<file path="config.mk">
export PLATFORM = sky130hd
export DESIGN_NAME = dbw_unit
export DESIGN_NICKNAME = d
export VERILOG_FILES = /design/src/logic/dbw_pkg.sv /design/src/logic/dbw_unit.sv
export VERILOG_INCLUDE_DIRS = /design/src /design/src/logic
export SDC_FILE = /design/constraint.sdc
export NUM_CORES = 2
export LEC_CHECK = 0
export BUFFER_PORTS_ARGS = -buffer_cell sky130_fd_sc_hd__buf_2
export CORE_AREA = 2 2 364 726
export CTS_BUF_LIST = sky130_fd_sc_hd__clkbuf_4 sky130_fd_sc_hd__clkbuf_8 sky130_fd_sc_hd__clkbuf_16
export DETAILED_ROUTE_END_ITERATION = 8
export DIE_AREA = 0 0 366 728
export PLACE_DENSITY = 0.41
export SLEW_MARGIN = 20
export SYNTH_ARGS = -nofsm -noshare
export SYNTH_HDL_FRONTEND = slang
export SYNTH_SLANG_ARGS = --single-unit
</file>
<file path="constraint.sdc">
create_clock -name clk_sys -period 8.4 [get_ports clk_sys]
set_input_delay 1.68 -clock clk_sys [delete_from_list [all_inputs] [get_ports clk_sys]]
set_output_delay 1.68 -clock clk_sys [all_outputs]
set_load 0.01 [all_outputs]
</file>
<file path="src/logic/dbw_regs.svh">
`ifndef DBW_REGS_SVH
`define DBW_REGS_SVH
// =====================================================================
// Register indices (word offsets on the plain register port)
`define DBW_OFF_SSR      8'h10
`define DBW_OFF_SPC      8'h11
`define DBW_OFF_SSP      8'h12
`define DBW_OFF_THSEL    8'h13
`define DBW_OFF_IDXSEL   8'h14
`define DBW_OFF_CAUSE    8'h15
`define DBW_OFF_CDATA    8'h16
`define DBW_OFF_STOP     8'h18
`define DBW_OFF_SCRATCH  8'h20
`define DBW_OFF_CBADDR   8'h30
`define DBW_OFF_CBCTRL   8'h40
`define DBW_OFF_DWA1     8'h50
`define DBW_OFF_DWA2     8'h60
`define DBW_OFF_DWCTRL   8'h70
`define DBW_OFF_RWMASK   8'h80
`define DBW_OFF_RWVAL    8'h90
`define DBW_OFF_RWCTRL   8'h9C
// =====================================================================
// Field positions
`define DBW_CTL_EN       0
`define DBW_CTL_SEL      1
`define DBW_CTL_LOAD     2
`define DBW_CTL_THR_LO   16
`define DBW_CAUSE_IDX_LO 16
`define DBW_CAUSE_THR_LO 8
`define DBW_SSR_BITS     11
// =====================================================================
// Cause codes, reset value and control write mask
`define DBW_CAUSE_NONE   3'h0
`define DBW_CAUSE_HOST   3'h1
`define DBW_CAUSE_DEBUG_CALL_INSTR  3'h2
`define DBW_CAUSE_IBRK   3'h3
`define DBW_CAUSE_DWATCH 3'h4
`define DBW_CAUSE_RWATCH 3'h5
`define DBW_RST_WORD     32'h0000_0000
`define DBW_CTL_WMASK    32'h00FF_0007
`endif

</file>
<file path="src/logic/dbw_pkg.sv">
package dbw_pkg;
  // Entry cause as seen by the pipeline
  typedef logic [2:0] dbw_cause_t;
endpackage

</file>
<file path="src/logic/dbw_unit.sv">
`timescale 1ns/1ps
`include "dbw_regs.svh"
module dbw_unit #(
  parameter int NUM_UNITS   = 4,
  parameter int NUM_THREADS = 8
) (
  // Clock and reset
  input  wire logic        clk_sys,
  input  wire logic        rst_b,
  // Debug-software register port
  input  wire logic [7:0]  reg_addr,
  input  wire logic [31:0] reg_wdata,
  input  wire logic        reg_wr,
  input  wire logic        reg_rd,
  output logic      [31:0] reg_rdata,
  // Configuration-space scratch port for the external debugger
  input  wire logic [2:0]  cfg_addr,
  input  wire logic [31:0] cfg_wdata,
  input  wire logic        cfg_wr,
  output logic      [31:0] cfg_rdata,
  // Pipeline: current issue and memory access
  input  wire logic        issue_valid,
  input  wire logic [7:0]  issue_thread,
  input  wire logic [31:0] issue_pc,
  input  wire logic        mem_valid,
  input  wire logic        mem_is_load,
  input  wire logic [7:0]  mem_thread,
  input  wire logic [31:0] mem_addr,
  input  wire logic        res_valid,
  input  wire logic [7:0]  res_thread,
  input  wire logic [31:0] res_id,
  // Pipeline: software-raised entries and context to save
  input  wire logic        host_req,
  input  wire logic        debug_call_instr_req,
  input  wire logic [7:0]  debug_call_instr_thread,
  input  wire logic [31:0] ctx_pc,
  input  wire logic [31:0] ctx_sp,
  input  wire logic [10:0] ctx_status,
  input  wire logic        debug_active,
  // Results to the pipeline
  output logic             debug_enter,
  output dbw_pkg::dbw_cause_t enter_cause,
  output logic      [7:0]  thread_hold,
  output logic      [7:0]  regread_thread,
  output logic      [4:0]  regread_index
);

  // Refuse sizes that the fixed register map cannot serve
  if (NUM_UNITS != 4 || NUM_THREADS != 8) begin : g_size_chk
    $error("dbw_unit supports exactly 4 units and 8 threads");
  end

  // =====================================================================
  // State
  typedef struct packed {
    logic [10:0]      saved_status_word;
    logic [31:0]      saved_program_counter;
    logic [31:0]      saved_stack_pointer;
    logic [7:0]       thsel;
    logic [4:0]       idxsel;
    logic [2:0]       cause;
    logic [1:0]       cidx;
    logic [7:0]       cthr;
    logic [31:0]      cdata;
    logic [7:0]       stop;
    logic [7:0][31:0] scratch;
    logic [3:0][31:0] cbaddr;
    logic [3:0][31:0] cbctrl;
    logic [3:0][31:0] dwa1;
    logic [3:0][31:0] dwa2;
    logic [3:0][31:0] dwctrl;
    logic [3:0][31:0] rwmask;
    logic [3:0][31:0] rwval;
    logic [3:0][31:0] rwctrl;
    logic [31:0]      rdata;
    logic             enter;
    logic [2:0]       ecause;
  } dbw_state_t;

  dbw_state_t st_r;
  dbw_state_t st_nxt;

  // =====================================================================
  // Helpers
  // Per-thread enable test shared by every kind of watch unit
  function automatic logic thr_ok(input logic [31:0] ctl,
                                  input logic [7:0]  thr);
    logic [7:0] en;
    en = ctl[`DBW_CTL_THR_LO +: 8];
    return ctl[`DBW_CTL_EN] && (thr < 8'h08) && en[thr[2:0]];
  endfunction

  // Lowest set bit wins when several units fire together
  function automatic logic [1:0] lowest(input logic [3:0] hit);
    logic [1:0] r;
    r = 2'h0;
    for (int k = 3; k >= 0; k--) begin
      if (hit[k]) r = 2'(k);
    end
    return r;
  endfunction

  // =====================================================================
  // Condition evaluation
  logic [3:0] ib_hit;
  logic [3:0] dw_hit;
  logic [3:0] rw_hit;

  always_comb begin
    for (int i = 0; i < 4; i++) begin
      logic pc_eq;
      logic ca;
      logic cb;
      logic rca;
      logic rcb;
      pc_eq = (issue_pc == st_r.cbaddr[i]);
      // Inequality mode lets software step out of a tight loop
      ib_hit[i] = issue_valid && thr_ok(st_r.cbctrl[i], issue_thread) &&
                  (st_r.cbctrl[i][`DBW_CTL_SEL] ? !pc_eq : pc_eq);
      ca = (mem_addr == st_r.dwa1[i]);
      cb = (mem_addr == st_r.dwa2[i]);
      // Stores always qualify; loads only when the load bit is set
      dw_hit[i] = mem_valid && thr_ok(st_r.dwctrl[i], mem_thread) &&
                  (!mem_is_load || st_r.dwctrl[i][`DBW_CTL_LOAD]) &&
                  (st_r.dwctrl[i][`DBW_CTL_SEL] ? (ca | cb)
                                                : (ca & cb));
      rca = ((res_id & st_r.rwmask[i]) ==
             (st_r.rwval[i] & st_r.rwmask[i]));
      // Condition B taken as the complement: identifier outside the match
      rcb = !rca;
      rw_hit[i] = res_valid && thr_ok(st_r.rwctrl[i], res_thread) &&
                  (st_r.rwctrl[i][`DBW_CTL_SEL] ? rcb : rca);
    end
  end

  // =====================================================================
  // Next-state logic
  always_comb begin
    logic [7:0] off;
    logic       trig;
    st_nxt = st_r;
    off    = reg_addr;
    trig   = 1'b0;
    st_nxt.enter  = 1'b0;
    st_nxt.ecause = `DBW_CAUSE_NONE;

    // Register read: data stand one cycle after the strobe
    st_nxt.rdata = `DBW_RST_WORD;
    if (reg_rd) begin
      if (off == `DBW_OFF_SSR)    st_nxt.rdata = {21'h0, st_r.saved_status_word};
      if (off == `DBW_OFF_SPC)    st_nxt.rdata = st_r.saved_program_counter;
      if (off == `DBW_OFF_SSP)    st_nxt.rdata = st_r.saved_stack_pointer;
      if (off == `DBW_OFF_THSEL)  st_nxt.rdata = {24'h0, st_r.thsel};
      if (off == `DBW_OFF_IDXSEL) st_nxt.rdata = {27'h0, st_r.idxsel};
      if (off == `DBW_OFF_CAUSE)
        st_nxt.rdata = {14'h0, st_r.cidx, st_r.cthr, 5'h0, st_r.cause};
      if (off == `DBW_OFF_CDATA)  st_nxt.rdata = st_r.cdata;
      if (off == `DBW_OFF_STOP)   st_nxt.rdata = {24'h0, st_r.stop};
      if (off[7:3] == 5'h04)      st_nxt.rdata = st_r.scratch[off[2:0]];
      if (off[7:2] == 6'h0C)      st_nxt.rdata = st_r.cbaddr[off[1:0]];
      if (off[7:2] == 6'h10)      st_nxt.rdata = st_r.cbctrl[off[1:0]];
      if (off[7:2] == 6'h14)      st_nxt.rdata = st_r.dwa1[off[1:0]];
      if (off[7:2] == 6'h18)      st_nxt.rdata = st_r.dwa2[off[1:0]];
      if (off[7:2] == 6'h1C)      st_nxt.rdata = st_r.dwctrl[off[1:0]];
      if (off[7:2] == 6'h20)      st_nxt.rdata = st_r.rwmask[off[1:0]];
      if (off[7:2] == 6'h24)      st_nxt.rdata = st_r.rwval[off[1:0]];
      if (off[7:2] == 6'h27)      st_nxt.rdata = st_r.rwctrl[off[1:0]];
    end

    // External debugger writes scratch; software writes below win ties
    if (cfg_wr) st_nxt.scratch[cfg_addr] = cfg_wdata;

    // Register writes; unmapped offsets are ignored
    if (reg_wr) begin
      if (off == `DBW_OFF_SSR)    st_nxt.saved_status_word    = reg_wdata[10:0];
      if (off == `DBW_OFF_SPC)    st_nxt.saved_program_counter    = reg_wdata;
      if (off == `DBW_OFF_SSP)    st_nxt.saved_stack_pointer    = reg_wdata;
      if (off == `DBW_OFF_THSEL)  st_nxt.thsel  = reg_wdata[7:0];
      if (off == `DBW_OFF_IDXSEL) st_nxt.idxsel = reg_wdata[4:0];
      if (off == `DBW_OFF_CAUSE) begin
        st_nxt.cause = reg_wdata[2:0];
        st_nxt.cthr  = reg_wdata[15:8];
        st_nxt.cidx  = reg_wdata[17:16];
      end
      if (off == `DBW_OFF_CDATA)  st_nxt.cdata  = reg_wdata;
      if (off == `DBW_OFF_STOP)   st_nxt.stop   = reg_wdata[7:0];
      if (off[7:3] == 5'h04)      st_nxt.scratch[off[2:0]] = reg_wdata;
      if (off[7:2] == 6'h0C)      st_nxt.cbaddr[off[1:0]] = reg_wdata;
      if (off[7:2] == 6'h10)
        st_nxt.cbctrl[off[1:0]] = reg_wdata & (`DBW_CTL_WMASK & 32'hFFFF_FFFB);
      if (off[7:2] == 6'h14)      st_nxt.dwa1[off[1:0]] = reg_wdata;
      if (off[7:2] == 6'h18)      st_nxt.dwa2[off[1:0]] = reg_wdata;
      if (off[7:2] == 6'h1C)
        st_nxt.dwctrl[off[1:0]] = reg_wdata & `DBW_CTL_WMASK;
      if (off[7:2] == 6'h20)      st_nxt.rwmask[off[1:0]] = reg_wdata;
      if (off[7:2] == 6'h24)      st_nxt.rwval[off[1:0]] = reg_wdata;
      if (off[7:2] == 6'h27)
        st_nxt.rwctrl[off[1:0]] = reg_wdata & (`DBW_CTL_WMASK & 32'hFFFF_FFFB);
    end

    // Entry arbitration; no new entry while already in debug mode.
    // Priority: host, debug-call, code, data, resource.
    if (!debug_active) begin
      trig = 1'b1;
      if (host_req) begin
        st_nxt.ecause = `DBW_CAUSE_HOST;
        st_nxt.cthr   = 8'h00;
        st_nxt.cidx   = 2'h0;
      end else if (debug_call_instr_req) begin
        st_nxt.ecause = `DBW_CAUSE_DEBUG_CALL_INSTR;
        st_nxt.cthr   = debug_call_instr_thread;
        st_nxt.cidx   = 2'h0;
      end else if (|ib_hit) begin
        st_nxt.ecause = `DBW_CAUSE_IBRK;
        st_nxt.cthr   = issue_thread;
        st_nxt.cidx   = lowest(ib_hit);
      end else if (|dw_hit) begin
        st_nxt.ecause = `DBW_CAUSE_DWATCH;
        st_nxt.cthr   = mem_thread;
        st_nxt.cidx   = lowest(dw_hit);
        st_nxt.cdata  = mem_addr;
      end else if (|rw_hit) begin
        st_nxt.ecause = `DBW_CAUSE_RWATCH;
        st_nxt.cthr   = res_thread;
        st_nxt.cidx   = lowest(rw_hit);
        st_nxt.cdata  = res_id;
      end else begin
        trig = 1'b0;
      end
      if (trig) begin
        // Capture beats any same-cycle software write
        st_nxt.enter = 1'b1;
        st_nxt.cause = st_nxt.ecause;
        st_nxt.saved_program_counter   = ctx_pc;
        st_nxt.saved_stack_pointer   = ctx_sp;
        st_nxt.saved_status_word   = ctx_status;
      end
    end
  end

  // =====================================================================
  // State register
  always_ff @(posedge clk_sys or negedge rst_b) begin
    if (!rst_b) begin
      st_r <= '0;
    end else begin
      st_r <= st_nxt;
    end
  end

  // =====================================================================
  // Outputs
  assign reg_rdata      = st_r.rdata;
  assign cfg_rdata      = st_r.scratch[cfg_addr];
  assign debug_enter    = st_r.enter;
  assign enter_cause    = st_r.ecause;
  // Hold is forced off inside debug mode so the debug code can run
  assign thread_hold    = debug_active ? 8'h00 : st_r.stop;
  assign regread_thread = st_r.thsel;
  assign regread_index  = st_r.idxsel;
endmodule

</file>
==> Word-level counts from Yosys, hierarchy flattened <==
Cells that the tools add are included.
{ "classes": {"bitwise": 16, "mux": 147, "magnitude_cmp": 12, "reduce_logical": 82, "eq_ne": 33} }
{ "op_table": {"columns": ["op", "n"], "rows": [
  ["two-way mux 1421 bit", 1],
  ["two-way mux 32 bit", 36],
  ["bitwise mux 128 bit", 8],
  ["two-way mux 128 bit", 8],
  ["binary-select mux 32 bit (select 2 bit)", 8],
  ["bitwise mux 256 bit", 2],
  ["== test 32 bit", 16],
  ["two-way mux 256 bit", 2],
  ["bitwise AND 32 bit", 8],
  ["binary-select mux 32 bit (select 3 bit)", 2],
  ["demux 32 bit (select 3 bit)", 2],
  ["two-way mux 75 bit", 2],
  ["two-way mux 42 bit", 2],
  ["demux 32 bit (select 2 bit)", 1],
  ["== test 8 x 5 -> 1 bit (second input constant)", 8],
  ["logical AND 1 bit", 55],
  ["two-way mux 45 bit", 1],
  ["binary-select mux 1 bit (select 3 bit)", 12],
  ["two-way mux 1 bit", 31],
  ["two-way mux 10 bit", 3],
  ["== test 6 x 5 -> 1 bit (second input constant)", 4],
  ["less-than comparator 8 x 4 -> 1 bit (second input constant)", 3],
  ["two-way mux 2 bit", 12],
  ["two-way mux 8 bit", 3],
  ["other kinds (18)", 60]
]} }
{ "totals": {"input_bits": 290, "regBits": 1457} }

==> Depth between registers and ports, before layout <==
{ "depth": {"ltp_word": 19, "mapped_depth": 13} }

==> Worst setup path after synthesis <==
No wires, ideal clock.
{ "synth_timing": {"kind": "input port to output port", "from": "input cfg_addr[0]", "to": "output cfg_rdata[12]", "cell_stages": 5, "t_arrival_ns": 3.631, "t_required_ns": 6.720, "slack_ns": 3.089, "cell_sequence": "clkbuf_1 clkbuf_1 buf_1 mux4_2 mux2_2"} }
{ "synth_between": {"elab_chain_cells": 2} }
{ "synth_lines": {"columns": ["element", "line_no", "rtl"], "rows": [
  ["from (decl)", "dbw_unit.sv:17", "input wire logic [2:0] cfg_addr,"],
  ["binary-select mux 32 bit (select 3 bit)", "dbw_unit.sv:254", "assign cfg_rdata = st_r.scratch[cfg_addr];"],
  ["two-way mux 32 bit (implied by the code)", "dbw_unit.sv:254", null],
  ["to (decl)", "dbw_unit.sv:20", "output logic [31:0] cfg_rdata,"]
]} }
No other way between the ends. The select of a mux whose other input is x is not followed.

==> Worst setup path after layout <==
{ "layout_timing": {"from": "input cfg_addr[0]", "to": "output cfg_rdata[27]"} }
Same word-level chain as after synthesis.

==> run summary <==
status: complete, no violations
# Post-CTS Setup Buffers: 0
crit path kind: in -> out
Peak Freq: 183 MHz
largest net degree at the start of global routing: 151
# hold bufs at CTS: 0
largest area contributor in the netlist: dfrtp_1
Yosys cell types: 73
Setup crit end kind: primary output
DRC Markers: 0
Mapped Avg Cell Area: 12.6 µm²
final hold vios: 0
switching share of power: 28.9%
final slew viol count: 0
most frequent cells after synthesis: dfrtp_1 (1457), mux2_2 (945), mux4_2 (408), nand2_1 (403), xor2_1 (384)
Worst Path Required: 6.72 ns
Root Buffer: clkbuf_16
DRT iter0 DRCs: 5108
CTS max path bufs: 4
fin crit share: 65.2%
unrepaired setup endpoints after global routing: no
Crit Path Max Fanout: 26
Initial Utilization: 29.9%
Post-synth EDFFs: 0
number of routed nets with antenna violations: 0
most used cell, CP: buf_4
switching power: 5.29 mW
leak pwr: 40.4 nW
vias in the first global route: 57300
routed length per instance: 38.5 µm
Max Cap Viol: 0
P per Cell Area: 206 nW/µm²
top cells by area, synth: dfrtp_1 (47%), mux2_2 (14%), mux4_2 (12%), xor2_1 (4.3%), mux2i_1 (4.1%)
post-synth top area share: 46.8%
Clock Power Share: 41.1%
Setup TNS: 0 ns
post-layout min period: 5.48 ns
Seq/Total Area, Yosys: 46.8%
Synth async-reset ratio: 100%
initial antenna violation count: 100
synth warn: 0
slowest CP cell: buf_4
Mapped Cells: 6190
syn_nets: 6480
first-pass iteration count of the detailed router: 5
htree depth: 4
GRT overflow: 0
post_cts resized: 0
ys flop type: dfrtp_1
Ports: 379
Max VDD drop: 0.000157 V
# port buffers: 378
CTS tree: yes
Startpoint Class: input port
via count: 55100
Flop pwr share: 43.7%
slowest stage delay, CP: 0.60 ns
worst slew pin tran: 1.22 ns
routability cong.: 0.954
Core Rows: 265
Post-DP HPWL: 280 mm
Core Region: 261000 µm²
Worst Hold Class: reg -> reg
Int Pwr: 13.0 mW
Max-Slew Margin vs Limit: 18.6%
vias per inst: 5.57
most common cell in the netlist: dfrtp_1
share of layout cells above drive strength 1: 36.6%
Die Width: 366 µm
final core occ: 34.1%
Clock Sinks: 1457
Post-Synthesis Cell Area: 77900 µm²
Final setup viols: 0
Clock Latency Late Sink: 0.90 ns
combinational share of power: 15.2%
Final Skew: 0.0778 ns
total global-route track usage: 28.1%
nets@finish: 6567
die area: 266000 µm²
area grow syn2layout: 14.0%
global-route wire length before repair: 515 mm
detailed-route wire length: 381 mm
CTS buffer count: 161
#FFs+latches synth: 1457
crit path DAT: 3.80 ns
DIE HEIGHT: 728 µm
clock-pin slew of the registers on the worst-case setup and hold paths: 0.06 ns
worst path cell trace: buf_4 -> buf_4 -> mux4_2 -> mux2_2 -> buf_2
## layout make-up
cell class,count,area (µm²)
clock inverters,45,553
multi-input cells,4043,38900
diodes,42,105
inverters,54,203
repair buffers,560,3430
well taps,3471,4340
fillers,25900,172000
flip-flops and latches,1457,36500
clock buffers,228,4820
## placed cells by master (no fill, tap or decap), types with 10 or more instances in the layout
cell type / instances
clkinv_2: 22
mux2i_1: 321
a22oi_1: 140
nand2_1: 388
nor2_4: 21
buf_12: 11
buf_2: 373
bufinv_16: 11
mux4_2: 408
nor3_2: 10
mux2_4: 70
a211oi_1: 10
clkbuf_4: 24
and2_1: 95
buf_4: 173
clkbuf_8: 41
a31oi_1: 21
nand3_1: 25
nand4_1: 77
nor4_1: 69
diode_2: 42
a221oi_1: 43
nor2_1: 102
inv_1: 52
o21ai_0: 316
o22ai_1: 43
nand2_2: 15
xnor2_1: 128
clkbuf_16: 163
a21oi_1: 61
nor2b_1: 191
nor4_2: 11
a22o_1: 12
dfrtp_1: 1457
mux2_2: 945
xor2_1: 384
## cells by family after synthesis
kind of cell    count (synthesis)  synth area share (%)
mux                          1748                  31.0
buf+inv                       690                  3.78
flops                        1457                  46.8
compound gates                710                  5.70
simple gates                 1069                  6.95
xor+xnor                      512                  5.75
fa+ha+maj                       4                0.0514
## through the flow
stage                     power [mW]  std cells  cell area, µm²  hold WS (ns)  worst slack, ns
after global placement          10.8       9583           83300         0.463             1.76
after floorplan                 9.53       6190           77900         0.448             3.09
final                           18.3       9900           88800         0.480             2.92
after detailed placement        10.9       9584           83300         0.466             2.55
after CTS                       18.5       9857           88700         0.483             2.81
after global routing            18.9       9870           88700         0.491             2.78
## worst paths after layout
kind	start	to	slack (ns)	depth (start not counted)
hold / removal	st_r[829]	st_r[829]	0.48	1
setup / recovery	cfg_addr[0]	cfg_rdata[27]	2.92	5
hold reg to reg	st_r[829]	st_r[829]	0.48	1
min in group asynchronous	rst_b	st_r[514]	0.71	1
setup reg to reg	flip-flop	st_r[1453]	3.75	10
max in group asynchronous	rst_b	async pin	5.33	3
## routing by layer
metal	up-vias	part of all wire [%]	GRT usage [%]	routed length [µm]
met5	-	0.071	0	270
met4	42	10	23.7	38900
met3	891	5.1	4.81	19400
met2	2317	50	48.2	189000
met1	29300	35	30.2	134000
li1	22600	-	-	-
## critical path, delay by kind of cell
family	cells	cell delay, ns
buffers and inverters	3	1.15
muxes	2	0.92
## power groups by stage
stage	clock network (mW)	registers, mW	logic [mW]
after floorplan	0	7.93	1.59
after global placement	0	8.10	2.74
after detailed placement	0	8.12	2.76
after CTS	7.69	8.00	2.77
after global routing	7.93	8.06	2.91
final	7.53	8.01	2.78
(Power assumes the default switching activity.)
